$ cat src/shared/boot_entry_pkg.sv
// constants and helpers shared by the boot mode entry logic
package boot_entry_pkg;

	// ***********************************************
	// register offsets (byte addresses)
	// ***********************************************
	localparam logic [3:0] ADDR_STATUS  = 4'h0;
	localparam logic [3:0] ADDR_CONTROL = 4'h4;
	localparam logic [3:0] ADDR_BAUD    = 4'h8;
	localparam logic [3:0] ADDR_MODE    = 4'hC;

	// ***********************************************
	// field positions
	// ***********************************************
	localparam int ST_BOOT     = 0;
	localparam int ST_USER     = 1;
	localparam int ST_ALIGNED  = 2;
	localparam int ST_ERASED   = 3;
	localparam int ST_HANDOFF  = 4;
	localparam int ST_PE_BLOCK = 5;
	localparam int ST_LOADING  = 6;
	localparam int CT_LOAD_DONE = 0;
	localparam int CT_RX_EN     = 1;
	localparam int CT_TX_EN     = 2;

	// ***********************************************
	// reset values and codes
	// ***********************************************
	localparam logic [15:0] BAUD_RESET   = 16'h0000;
	localparam logic [15:0] RAM_ENTRY    = 16'hFBE0;
	localparam logic [7:0]  BLANK_BYTE   = 8'hFF;
	localparam logic [7:0]  ALIGN_ACK    = 8'h00;
	localparam logic [7:0]  HOST_ACK     = 8'h55;
	localparam logic [1:0]  MODE1        = 2'h1;
	localparam logic [1:0]  MODE2        = 2'h2;
	localparam logic [1:0]  MODE3        = 2'h3;

	// ***********************************************
	// timing counts
	// ***********************************************
	// 100 states from reset release until the low period can be timed
	localparam logic [7:0]  READY_STATES = 8'h64;
	// start bit plus eight zero data bits
	localparam logic [15:0] LOW_BITS     = 16'h0009;

	// bit period minus one, never below zero
	function automatic logic [15:0] bit_len_m1(input logic [15:0] bits);
		bit_len_m1 = (bits == 16'h0000) ? 16'h0000 : bits - 16'h0001;
	endfunction

endpackage

$ cat src/verilog/rate_meter.sv
// low period timer that derives the host bit period
`timescale 1ns/10ps
module rate_meter
	import boot_entry_pkg::*;
(
	// clock and reset
	input  wire logic        i_ref_clk,
	input  wire logic        i_reset_n,
	// control
	input  wire logic        i_arm,
	input  wire logic        i_rx,
	// result
	output logic      [15:0] o_bit_cycles,
	output logic             o_done
);

	typedef enum logic [2:0] {M_OFF, M_WARM, M_HIGH, M_LOW, M_HOLD} meter_e;

	meter_e      state;
	meter_e      next_state;
	logic [7:0]  warm;
	logic [7:0]  next_warm;
	logic [15:0] low_cnt;
	logic [15:0] next_low_cnt;
	logic [15:0] next_bit_cycles;
	logic        next_done;

	always_comb begin
		next_state      = state;
		next_warm       = warm;
		next_low_cnt    = low_cnt;
		next_bit_cycles = o_bit_cycles;
		next_done       = 1'b0;
		case (state)
			M_OFF: begin
				next_warm = 8'h00;
				if (i_arm) begin
					next_state = M_WARM;
				end
			end
			M_WARM: begin
				if (warm != READY_STATES - 8'h01) begin
					next_warm = warm + 8'h01;
				end else if (i_rx) begin
					next_state = M_HIGH;
				end
			end
			M_HIGH: begin
				next_low_cnt = 16'h0000;
				if (!i_rx) begin
					next_state = M_LOW;
				end
			end
			M_LOW: begin
				if (!i_rx) begin
					if (low_cnt != 16'hFFFF) begin
						next_low_cnt = low_cnt + 16'h0001;
					end
				end else begin
					next_bit_cycles = (low_cnt + 16'h0001) / LOW_BITS;
					next_done       = 1'b1;
					next_state      = M_HOLD;
				end
			end
			M_HOLD: begin
				next_state = M_HOLD;
			end
			default: begin
				next_state = M_OFF;
			end
		endcase
		if (!i_arm) begin
			next_state = M_OFF;
		end
	end

	always_ff @(posedge i_ref_clk or negedge i_reset_n) begin
		if (!i_reset_n) begin
			state        <= M_OFF;
			warm         <= 8'h00;
			low_cnt      <= 16'h0000;
			o_bit_cycles <= BAUD_RESET;
			o_done       <= 1'b0;
		end else begin
			state        <= next_state;
			warm         <= next_warm;
			low_cnt      <= next_low_cnt;
			o_bit_cycles <= next_bit_cycles;
			o_done       <= next_done;
		end
	end

endmodule

$ cat src/verilog/serial_byte_tx.sv
// one byte asynchronous transmitter, eight data bits and one stop bit
`timescale 1ns/10ps
module serial_byte_tx
	import boot_entry_pkg::*;
(
	// clock and reset
	input  wire logic        i_ref_clk,
	input  wire logic        i_reset_n,
	// request
	input  wire logic        i_start,
	input  wire logic [7:0]  i_data,
	input  wire logic [15:0] i_bit_cycles,
	// line and status
	output logic             o_tx,
	output logic             o_busy,
	output logic             o_done
);

	logic [9:0]  shreg;
	logic [9:0]  next_shreg;
	logic [3:0]  bitn;
	logic [3:0]  next_bitn;
	logic [15:0] cnt;
	logic [15:0] next_cnt;
	logic [15:0] per;
	logic [15:0] next_per;
	logic        next_busy;
	logic        next_tx;
	logic        next_done;

	always_comb begin
		next_shreg = shreg;
		next_bitn  = bitn;
		next_cnt   = cnt;
		next_per   = per;
		next_busy  = o_busy;
		next_tx    = 1'b1;
		next_done  = 1'b0;
		if (!o_busy) begin
			if (i_start) begin
				next_busy  = 1'b1;
				next_shreg = {1'b1, i_data, 1'b0};
				next_bitn  = 4'h0;
				next_cnt   = 16'h0000;
				next_per   = bit_len_m1(i_bit_cycles);
			end
		end else begin
			next_tx = shreg[0];
			if (cnt == per) begin
				next_cnt   = 16'h0000;
				next_shreg = {1'b1, shreg[9:1]};
				next_bitn  = bitn + 4'h1;
				if (bitn == 4'h9) begin
					next_busy = 1'b0;
					next_done = 1'b1;
					next_tx   = 1'b1;
				end
			end else begin
				next_cnt = cnt + 16'h0001;
			end
		end
	end

	always_ff @(posedge i_ref_clk or negedge i_reset_n) begin
		if (!i_reset_n) begin
			shreg  <= 10'h3FF;
			bitn   <= 4'h0;
			cnt    <= 16'h0000;
			per    <= 16'h0000;
			o_busy <= 1'b0;
			o_tx   <= 1'b1;
			o_done <= 1'b0;
		end else begin
			shreg  <= next_shreg;
			bitn   <= next_bitn;
			cnt    <= next_cnt;
			per    <= next_per;
			o_busy <= next_busy;
			o_tx   <= next_tx;
			o_done <= next_done;
		end
	end

endmodule

$ cat src/verilog/boot_mode_entry_control.sv
// boot mode entry, persistence and hand-off, and user programming mode select
//
// How it works
// boot start times the low interval on the serial receive line for bit rate
// host holds the receive line high when reset is released
// about 100 states pass after reset before low timing begins
// flash is scanned; any byte not H'FF erases all blocks
// interrupts are held off while flash is programmed or erased
// hand-off clears receive and transmit enables, keeps derived bit rate
// at hand-off transmit pin high, port 8 bit 4 direction and data set
// downloaded program sets up its own general registers and stack
// all other registers stay at reset values through hand-off
// at reset release both high-voltage pins are sampled into boot state
// host exits boot by reset low ten cycles, drop voltage, release
// external pin settings stay constant during boot mode
// losing the boot-pin voltage without reset keeps boot mode
// watchdog reset keeps boot state and restarts the boot sequence
// only the external reset pin clears the stored boot state
// during reset address ports and strobes follow the mode pins
// user programming mode needs on-chip ROM mode plus supply high voltage
// user programming mode changes only flash behaviour
// hardware standby is refused while the supply high voltage is present
// flash reads are blocked while programming or erasing
// watchdog should run while programming voltage is applied
// in boot mode the mode report follows the low mode pin
// after alignment send H'00, then wait for host H'55
//
// Our own choices: the address map and the address-and-strobe port.
`timescale 1ns/10ps
module boot_mode_entry_control
	import boot_entry_pkg::*;
#(
	parameter int AW  = 15,
	parameter int APW = 8
)(
	// clock and reset
	input  wire logic           i_ref_clk,
	input  wire logic           i_reset_n,
	input  wire logic           i_wdt_reset,
	// mode pins
	input  wire logic           i_mode_pin_high,
	input  wire logic           i_mode_pin_low,
	input  wire logic           i_mode_pin_high_hv,
	input  wire logic           i_program_supply_pin_hv,
	// serial link
	input  wire logic           i_boot_serial_rx,
	output logic                o_boot_serial_tx,
	// flash array
	output logic                o_flash_rd,
	output logic     [AW-1:0]   o_flash_addr,
	input  wire logic [7:0]     i_flash_data,
	output logic                o_erase_all,
	input  wire logic           i_erase_done,
	input  wire logic           i_flash_access,
	input  wire logic           i_pe_active,
	// core side
	output logic                o_branch,
	output logic     [15:0]     o_branch_addr,
	output logic                o_irq_inhibit,
	output logic                o_flash_read_block,
	input  wire logic           i_standby_req,
	output logic                o_standby_enter,
	// serial unit and port 8 settings
	output logic                o_receiver_enable_bit,
	output logic                o_transmitter_enable_bit,
	output logic     [15:0]     o_baud_divisor_reg,
	output logic                o_port8_bit4_direction,
	output logic                o_port8_bit4_output,
	// pins during reset
	output logic     [APW-1:0]  o_addr_port_out,
	output logic                o_addr_port_oe,
	output logic                o_address_strobe_out,
	output logic                o_address_strobe_oe,
	// mode status
	output logic                o_boot_mode,
	output logic                o_user_prog_mode,
	output logic     [1:0]      o_mode_report,
	// register port
	input  wire logic [3:0]     i_addr,
	input  wire logic [31:0]    i_wdata,
	input  wire logic           i_wr,
	input  wire logic           i_rd,
	output logic     [31:0]     o_rdata
);

	if (AW < 1 || AW > 16 || APW < 1) begin : g_check
		$error("boot_mode_entry_control: unsupported width");
	end

	typedef enum logic [3:0] {
		S_RELEASE, S_NORMAL, S_MEASURE, S_SEND_ACK, S_WAIT_HOST,
		S_SCAN, S_ERASE, S_LOAD, S_HANDOFF, S_USER
	} boot_e;

	// ***********************************************
	// declarations
	// ***********************************************
	boot_e          state;
	boot_e          next_state;
	logic           next_boot_mode;
	logic [1:0]     next_mode_report;
	logic           next_user_prog;
	logic           re_bit;
	logic           next_re_bit;
	logic           te_bit;
	logic           next_te_bit;
	logic [15:0]    baud;
	logic [15:0]    next_baud;
	logic           p84_set;
	logic           next_p84_set;
	logic           aligned;
	logic           next_aligned;
	logic           erased;
	logic           next_erased;
	logic           handed;
	logic           next_handed;
	logic           next_branch;
	logic           next_erase_all;
	logic [AW-1:0]  scan_addr;
	logic [AW-1:0]  next_scan_addr;
	logic           scan_issued;
	logic           next_scan_issued;
	logic           rd_pend;
	logic           next_rd_pend;
	logic           dirty;
	logic           next_dirty;
	logic           rx_busy;
	logic           next_rx_busy;
	logic [15:0]    rx_cnt;
	logic [15:0]    next_rx_cnt;
	logic [3:0]     rx_idx;
	logic [3:0]     next_rx_idx;
	logic [7:0]     rx_sh;
	logic [7:0]     next_rx_sh;
	logic [31:0]    next_rdata;
	logic [1:0]     pin_mode;
	logic           meter_arm;
	logic           meter_done;
	logic [15:0]    meter_bits;
	logic           tx_start;
	logic           tx_busy;
	logic           tx_done;
	logic           wr_ctrl;
	logic           load_req;

	// ***********************************************
	// pins during reset and plain gating
	// ***********************************************
	assign pin_mode = {i_mode_pin_high | i_mode_pin_high_hv, i_mode_pin_low};
	assign o_addr_port_out      = '0;
	assign o_addr_port_oe       = !i_reset_n && (pin_mode == MODE1);
	assign o_address_strobe_out = 1'b1;
	assign o_address_strobe_oe  = !i_reset_n && (pin_mode != MODE3);
	assign o_standby_enter      = i_standby_req && !i_program_supply_pin_hv;
	assign o_irq_inhibit        = (state == S_ERASE) || i_pe_active;
	assign o_flash_read_block   = (state == S_ERASE) || i_pe_active;
	assign o_flash_rd           = (state == S_SCAN) && !scan_issued;
	assign o_flash_addr         = scan_addr;
	assign o_branch_addr        = RAM_ENTRY;
	assign o_receiver_enable_bit    = re_bit;
	assign o_transmitter_enable_bit = te_bit;
	assign o_baud_divisor_reg       = baud;
	assign o_port8_bit4_direction   = p84_set;
	assign o_port8_bit4_output      = p84_set;
	assign meter_arm = (state == S_MEASURE);
	assign tx_start  = (state == S_MEASURE) && meter_done;
	assign wr_ctrl   = i_wr && (i_addr == ADDR_CONTROL);
	assign load_req  = wr_ctrl && i_wdata[CT_LOAD_DONE];

	// ***********************************************
	// helpers
	// ***********************************************
	rate_meter u_meter (
		.i_ref_clk    (i_ref_clk),
		.i_reset_n    (i_reset_n),
		.i_arm        (meter_arm),
		.i_rx         (i_boot_serial_rx),
		.o_bit_cycles (meter_bits),
		.o_done       (meter_done)
	);

	serial_byte_tx u_tx (
		.i_ref_clk    (i_ref_clk),
		.i_reset_n    (i_reset_n),
		.i_start      (tx_start),
		.i_data       (ALIGN_ACK),
		.i_bit_cycles (meter_bits),
		.o_tx         (o_boot_serial_tx),
		.o_busy       (tx_busy),
		.o_done       (tx_done)
	);

	// ***********************************************
	// boot sequence
	// ***********************************************
	always_comb begin
		next_state       = state;
		next_boot_mode   = o_boot_mode;
		next_mode_report = o_mode_report;
		next_re_bit      = re_bit;
		next_te_bit      = te_bit;
		next_baud        = baud;
		next_p84_set     = p84_set;
		next_aligned     = aligned;
		next_erased      = erased;
		next_handed      = handed;
		next_branch      = 1'b0;
		next_erase_all   = 1'b0;
		next_scan_addr   = scan_addr;
		next_scan_issued = scan_issued;
		next_rd_pend     = 1'b0;
		next_dirty       = dirty;
		next_rx_busy     = rx_busy;
		next_rx_cnt      = rx_cnt;
		next_rx_idx      = rx_idx;
		next_rx_sh       = rx_sh;
		case (state)
			S_RELEASE: begin
				// only the first edge after the pin reset samples the straps
				next_boot_mode   = i_mode_pin_high_hv && i_program_supply_pin_hv;
				next_mode_report = {1'b1, i_mode_pin_low};
				if (!i_mode_pin_high_hv) begin
					next_mode_report = pin_mode;
				end
				next_state = next_boot_mode ? S_MEASURE : S_NORMAL;
			end
			S_MEASURE: begin
				if (meter_done) begin
					next_baud    = meter_bits;
					next_aligned = 1'b1;
					next_re_bit  = 1'b1;
					next_te_bit  = 1'b1;
					next_state   = S_SEND_ACK;
				end
			end
			S_SEND_ACK: begin
				next_rx_busy = 1'b0;
				if (tx_done && !tx_busy) begin
					next_state = S_WAIT_HOST;
				end
			end
			S_WAIT_HOST: begin
				if (!rx_busy) begin
					if (!i_boot_serial_rx) begin
						next_rx_busy = 1'b1;
						next_rx_cnt  = {1'b0, baud[15:1]};
						next_rx_idx  = 4'h0;
					end
				end else if (rx_cnt != 16'h0000) begin
					next_rx_cnt = rx_cnt - 16'h0001;
				end else begin
					next_rx_cnt = bit_len_m1(baud);
					next_rx_idx = rx_idx + 4'h1;
					if (rx_idx == 4'h0) begin
						next_rx_busy = !i_boot_serial_rx;
					end else if (rx_idx != 4'h9) begin
						next_rx_sh = {i_boot_serial_rx, rx_sh[7:1]};
					end else begin
						next_rx_busy = 1'b0;
						if (i_boot_serial_rx && rx_sh == HOST_ACK) begin
							next_state       = S_SCAN;
							next_scan_addr   = '0;
							next_scan_issued = 1'b0;
							next_dirty       = 1'b0;
						end
					end
				end
			end
			S_SCAN: begin
				if (!scan_issued) begin
					next_rd_pend = 1'b1;
					if (scan_addr == {AW{1'b1}}) begin
						next_scan_issued = 1'b1;
					end else begin
						next_scan_addr = scan_addr + 1'b1;
					end
				end
				if (rd_pend && i_flash_data != BLANK_BYTE) begin
					next_dirty = 1'b1;
				end
				if (scan_issued && !rd_pend) begin
					next_erase_all = dirty;
					next_state     = dirty ? S_ERASE : S_LOAD;
				end
			end
			S_ERASE: begin
				if (i_erase_done) begin
					next_erased = 1'b1;
					next_state  = S_LOAD;
				end
			end
			S_LOAD: begin
				if (load_req) begin
					next_state = S_HANDOFF;
				end
			end
			S_HANDOFF: begin
				next_re_bit  = 1'b0;
				next_te_bit  = 1'b0;
				next_p84_set = 1'b1;
				next_handed  = 1'b1;
				next_branch  = 1'b1;
				next_state   = S_USER;
			end
			S_NORMAL, S_USER: begin
				next_state = state;
			end
			default: begin
				next_state = S_NORMAL;
			end
		endcase
		if (state == S_NORMAL || state == S_USER) begin
			if (wr_ctrl) begin
				next_re_bit = i_wdata[CT_RX_EN];
				next_te_bit = i_wdata[CT_TX_EN];
			end
			if (i_wr && i_addr == ADDR_BAUD) begin
				next_baud = i_wdata[15:0];
			end
		end
		if (i_wdt_reset && o_boot_mode && state != S_RELEASE) begin
			// boot state kept, serial and port settings back to reset values
			next_state   = S_MEASURE;
			next_re_bit  = 1'b0;
			next_te_bit  = 1'b0;
			next_p84_set = 1'b0;
			next_aligned = 1'b0;
			next_erased  = 1'b0;
			next_handed  = 1'b0;
			next_baud    = BAUD_RESET;
		end
	end

	// boot state lives here until the pin reset; pin voltage is not re-read
	always_ff @(posedge i_ref_clk or negedge i_reset_n) begin
		if (!i_reset_n) begin
			state         <= S_RELEASE;
			o_boot_mode   <= 1'b0;
			o_mode_report <= 2'h0;
			re_bit        <= 1'b0;
			te_bit        <= 1'b0;
			baud          <= BAUD_RESET;
			p84_set       <= 1'b0;
			aligned       <= 1'b0;
			erased        <= 1'b0;
			handed        <= 1'b0;
			o_branch      <= 1'b0;
			o_erase_all   <= 1'b0;
			scan_addr     <= '0;
			scan_issued   <= 1'b0;
			rd_pend       <= 1'b0;
			dirty         <= 1'b0;
			rx_busy       <= 1'b0;
			rx_cnt        <= 16'h0000;
			rx_idx        <= 4'h0;
			rx_sh         <= 8'h00;
		end else begin
			state         <= next_state;
			o_boot_mode   <= next_boot_mode;
			o_mode_report <= next_mode_report;
			re_bit        <= next_re_bit;
			te_bit        <= next_te_bit;
			baud          <= next_baud;
			p84_set       <= next_p84_set;
			aligned       <= next_aligned;
			erased        <= next_erased;
			handed        <= next_handed;
			o_branch      <= next_branch;
			o_erase_all   <= next_erase_all;
			scan_addr     <= next_scan_addr;
			scan_issued   <= next_scan_issued;
			rd_pend       <= next_rd_pend;
			dirty         <= next_dirty;
			rx_busy       <= next_rx_busy;
			rx_cnt        <= next_rx_cnt;
			rx_idx        <= next_rx_idx;
			rx_sh         <= next_rx_sh;
		end
	end

	// ***********************************************
	// user programming mode and register reads
	// ***********************************************
	always_comb begin
		next_user_prog = 1'b0;
		// only the flash side and the ST_USER status bit look at this flag
		if (!o_boot_mode && i_mode_pin_high && i_program_supply_pin_hv) begin
			next_user_prog = o_user_prog_mode || !i_flash_access;
		end
		next_rdata = 32'h0000_0000;
		if (i_rd) begin
			case (i_addr)
				ADDR_STATUS: begin
					next_rdata[ST_BOOT]     = o_boot_mode;
					next_rdata[ST_USER]     = o_user_prog_mode;
					next_rdata[ST_ALIGNED]  = aligned;
					next_rdata[ST_ERASED]   = erased;
					next_rdata[ST_HANDOFF]  = handed;
					next_rdata[ST_PE_BLOCK] = o_flash_read_block;
					next_rdata[ST_LOADING]  = (state == S_LOAD);
				end
				ADDR_CONTROL: begin
					next_rdata[CT_RX_EN] = re_bit;
					next_rdata[CT_TX_EN] = te_bit;
				end
				ADDR_BAUD: next_rdata[15:0] = baud;
				ADDR_MODE: next_rdata[1:0] = o_mode_report;
				default:   next_rdata = 32'h0000_0000;
			endcase
		end
	end

	always_ff @(posedge i_ref_clk or negedge i_reset_n) begin
		if (!i_reset_n) begin
			o_user_prog_mode <= 1'b0;
			o_rdata          <= 32'h0000_0000;
		end else begin
			o_user_prog_mode <= next_user_prog;
			o_rdata          <= next_rdata;
		end
	end

endmodule

$ cat config.mk
export PLATFORM = sky130hd
export DESIGN_NAME = boot_mode_entry_control
export DESIGN_NICKNAME = d
export VERILOG_FILES = /design/src/shared/boot_entry_pkg.sv /design/src/verilog/rate_meter.sv /design/src/verilog/serial_byte_tx.sv /design/src/verilog/boot_mode_entry_control.sv
export SDC_FILE = /design/constraint.sdc
export NUM_CORES = 1
export LEC_CHECK = 0
export BUFFER_PORTS_ARGS = -buffer_cell sky130_fd_sc_hd__buf_2
export CAP_MARGIN = 20
export CORE_MARGIN = 2
export CORE_UTILIZATION = 40
export DETAILED_ROUTE_END_ITERATION = 7
export SLEW_MARGIN = 20
export SYNTH_ARGS = -nofsm -noshare
export SYNTH_HDL_FRONTEND = slang
export SYNTH_SLANG_ARGS = --single-unit
$ cat constraint.sdc
create_clock -name i_ref_clk -period 6.5 [get_ports i_ref_clk]
set_input_delay 0.65 -clock i_ref_clk [delete_from_list [all_inputs] [get_ports i_ref_clk]]
set_output_delay 0.65 -clock i_ref_clk [all_outputs]
set_load 0.03 [all_outputs]
==> impl_metrics.json <==
{
  "cpMaxStageDelayCell": "a2111oi_4",
  "reg2reg_slack_ns": -0.18,
  "utilization_pct": 51.6,
  "setup_ws_ns": -0.177,
  "status": "finished, violations left",
  "leakagePower_uw": 0.00694,
  "grt_overflow": 0,
  "post_route_cells_drive_above_1_share_pct": 28.2,
  "worstPathMaxFanout": 5,
  "hold_path_class": "primary input to asynchronous set/reset pin",
  "cp.arrival_ns": 6.99,
  "io_pins": 163,
  "drt-total-wl_mm": 33.3,
  "cpPeakStageDelay_ns": 0.49,
  "cp-end-kind": "register",
  "yosysSeqAreaShare_pct": 38.9,
  "timing.fmax_mhz": 150,
  "vias": 11000,
  "track_usage_pct": 21.2,
  "htreeDepth": 4,
  "synthMuxAreaShare_pct": 3.23,
  "cp_top_family": "compound AO/OA/AOI/OAI gates",
  "synth_compound_area_share_pct": 20.9,
  "die_x_microns": 176,
  "path_depth": 33,
  "violations": "negative setup slack",
  "period_share_pct": 103,
  "ys_warn_count": 0,
  "netlist_area_sq_mm": 0.0118,
  "final_nets": 1671,
  "die_h_microns": 176,
  "clk_latency_ns": 0.44,
  "async_reset_ff_share_pct": 100,
  "yosysTopAreaCell": "dfrtp_1",
  "setup_violations": 1,
  "critPathBufInv": 6,
  "synthXorXnorAreaFrac_pct": 6.23,
  "ctsLongestPathBuffers": 2,
  "synth_edf_count": 0,
  "timing.rr.end": "u_meter.o_bit_cycles[0]",
  "synth_fa_ha_area_share_pct": 1.70,
  "die_area_sq_mm": 0.0309,
  "finalNonFillerCells": 1994,
  "wl_per_cell_microns": 16.7,
  "slew_headroom_pct": 36.6,
  "hold_buffers": 0,
  "pre_cts_ws_ns": -0.447,
  "path_class": "register to register",
  "synth_top_cell_area_share_pct": 36.7,
  "synth_top_family_by_area": "simple AND/OR/NAND/NOR gates",
  "cts_buffers": 17,
  "hold_viol_final": 0,
  "clock_skew_ns": 0.0138,
  "core-area_sq_mm": 0.0289,
  "critPathLaunchType": "register",
  "grt_pass1_wl_mm": 53.6,
  "grt_pass1_vias": 10400,
  "min_period_ns": 6.68,
  "yosys-top-cells-area": "dfrtp_1 37%, o21ai_0 5.1%, nor2_1 4.8%",
  "syn-instance-count": 1360,
  "antennaDiodeCount": 0,
  "rows": 62,
  "synthFlopType": "dfrtp_1",
  "place_congestion": 0.865,
  "required_ns": 6.81,
  "fin_total_pwr_uw": 4080,
  "tightestPinTransition_ns": 0.952,
  "drt_iter0_drc": 680,
  "ant_nets": 0,
  "maxCapViolCount": 0,
  "synthSimpleGateAreaFrac_pct": 23.0,
  "grt_start_max_net_pins": 116,
  "powerDensity_mw_per_mm2": 274,
  "cts_sinks": 183,
  "port_buffers": 105,
  "ys_ff_latch": 183,
  "cts_tree": "built",
  "synth_cell_types": 97,
  "start_util_pct": 40.9,
  "irDropWorstVdd_uv": 180,
  "antenna_found_initial": 0,
  "ff2ff_path_depth": 33,
  "slew_violations": 0,
  "endpoint": "u_meter.o_bit_cycles[0]",
  "via_per_inst": 5.49,
  "drcViolationCount": 0,
  "tns_ns": -0.177,
  "dp_hpwl_mm": 23.4,
  "rsz0062_at_grt": "yes",
  "syn_avg_cell_area_sq_um": 8.68,
  "cts_root_buffer": "clkbuf_16",
  "path_clk_slew_ns": 0.08,
  "rr_startpoint": "u_meter.low_cnt[1]",
  "cpMostUsedCell": "buf_4",
  "placed_cells": 1927,
  "cp-startpoint": "u_meter.low_cnt[1]",
  "first_pass_iters": 5,
  "area_growth_pct": 26.2
}
-- cells in the final DEF (no fill, tap or decap), types with 42 or more instances in the layout --
cell / count
buf_2: 105
nor3_1: 42
xor2_1: 51
nand3_1: 49
a21oi_1: 46
dfrtp_1: 170
nor2_1: 141
buf_4: 163
nand2_1: 135
o21ai_0: 117
-- cells by family (layout without fill, tap and decap cells) --
| group | after synthesis | after routing |
|---|---|---|
| muxes | 35 | 35 |
| buffers and inverters | 136 | 347 |
| DFF | 183 | 183 |
| AOI/OAI and AO/OA | 358 | 358 |
| xor gates and xnor gates | 84 | 84 |
| and+or+nand+nor | 546 | 546 |
| other | 2 | 41 |
| adders and majority gates | 16 | 16 |
-- Yosys cell counts, drive strengths merged, types with 5 or more instances --
| cell type | count |
|---|---|
| a211oi | 22 |
| clkbuf | 40 |
| a211o | 11 |
| a221oi | 10 |
| nor2 | 150 |
| and3 | 24 |
| dfstp | 10 |
| nand2b | 10 |
| nand4 | 20 |
| o22ai | 9 |
| nand2 | 135 |
| nor2b | 11 |
| o31ai | 14 |
| o41ai | 6 |
| mux2i | 22 |
| a2111oi | 6 |
| o31a | 5 |
| dfrtp | 173 |
| buf | 60 |
| or4 | 6 |
| nor4 | 19 |
| a21oi | 55 |
| or3 | 16 |
| o221ai | 8 |
| a32oi | 5 |
| mux2 | 12 |
| a21o | 9 |
| inv | 36 |
| a31oi | 15 |
| o211ai | 10 |
| nand3 | 54 |
| and2 | 23 |
| or2 | 12 |
| xnor2 | 33 |
| nor3 | 49 |
| xor2 | 51 |
| ha | 16 |
| o21ai | 130 |
-- power breakdown --
part / internal [uW] / total (uW) / switching (uW)
combinational: 536 / 1430 / 898
clock: 564 / 1080 / 512
sequential: 1300 / 1570 / 276
-- stage by stage --
stage	cell area (sq um)	hold WS (ns)
after global placement	13500	0.471
after detailed placement	13500	0.476
after CTS	14700	0.393
final	14900	0.344
after global routing	14900	0.429
after floorplan	12000	0.354
-- worst min-delay path by stage --
stage	to	slack, ns	depth (start not counted)
after floorplan	aligned	0.35	0
after global placement	u_tx.shreg[4]	0.47	2
after detailed placement	u_tx.shreg[1]	0.48	2
after CTS	u_tx.cnt[8]	0.39	1
after global routing	u_tx.cnt[8]	0.43	1
final	u_tx.bitn[2]	0.34	1
-- what timing repair did --
item	4_1_cts	5_1_grt
setup endpoints to repair	2	2
gates resized for setup	79	13
buffers inserted	23	10
cloned	0	0
pin swaps	51	11
hold endpoints to repair	0	0
-- layout make-up --
class,instances,area [sq um]
fill,2731,14000
multi-input combinational,1080,7170
sequential,183,4600
timing repair buffer,279,1900
tap,384,480
clock buffer,19,475
clock inverter,13,150
inverter,36,135
-- per-layer routing --
layer / global-route usage (%) / part of all wire, %
met1: 28.8 / 46
met2: 36.2 / 49
met3: 2.71 / 3.8
met4: 4.72 / 1.3
met5: 0 / 0
(Power assumes the default switching activity.)
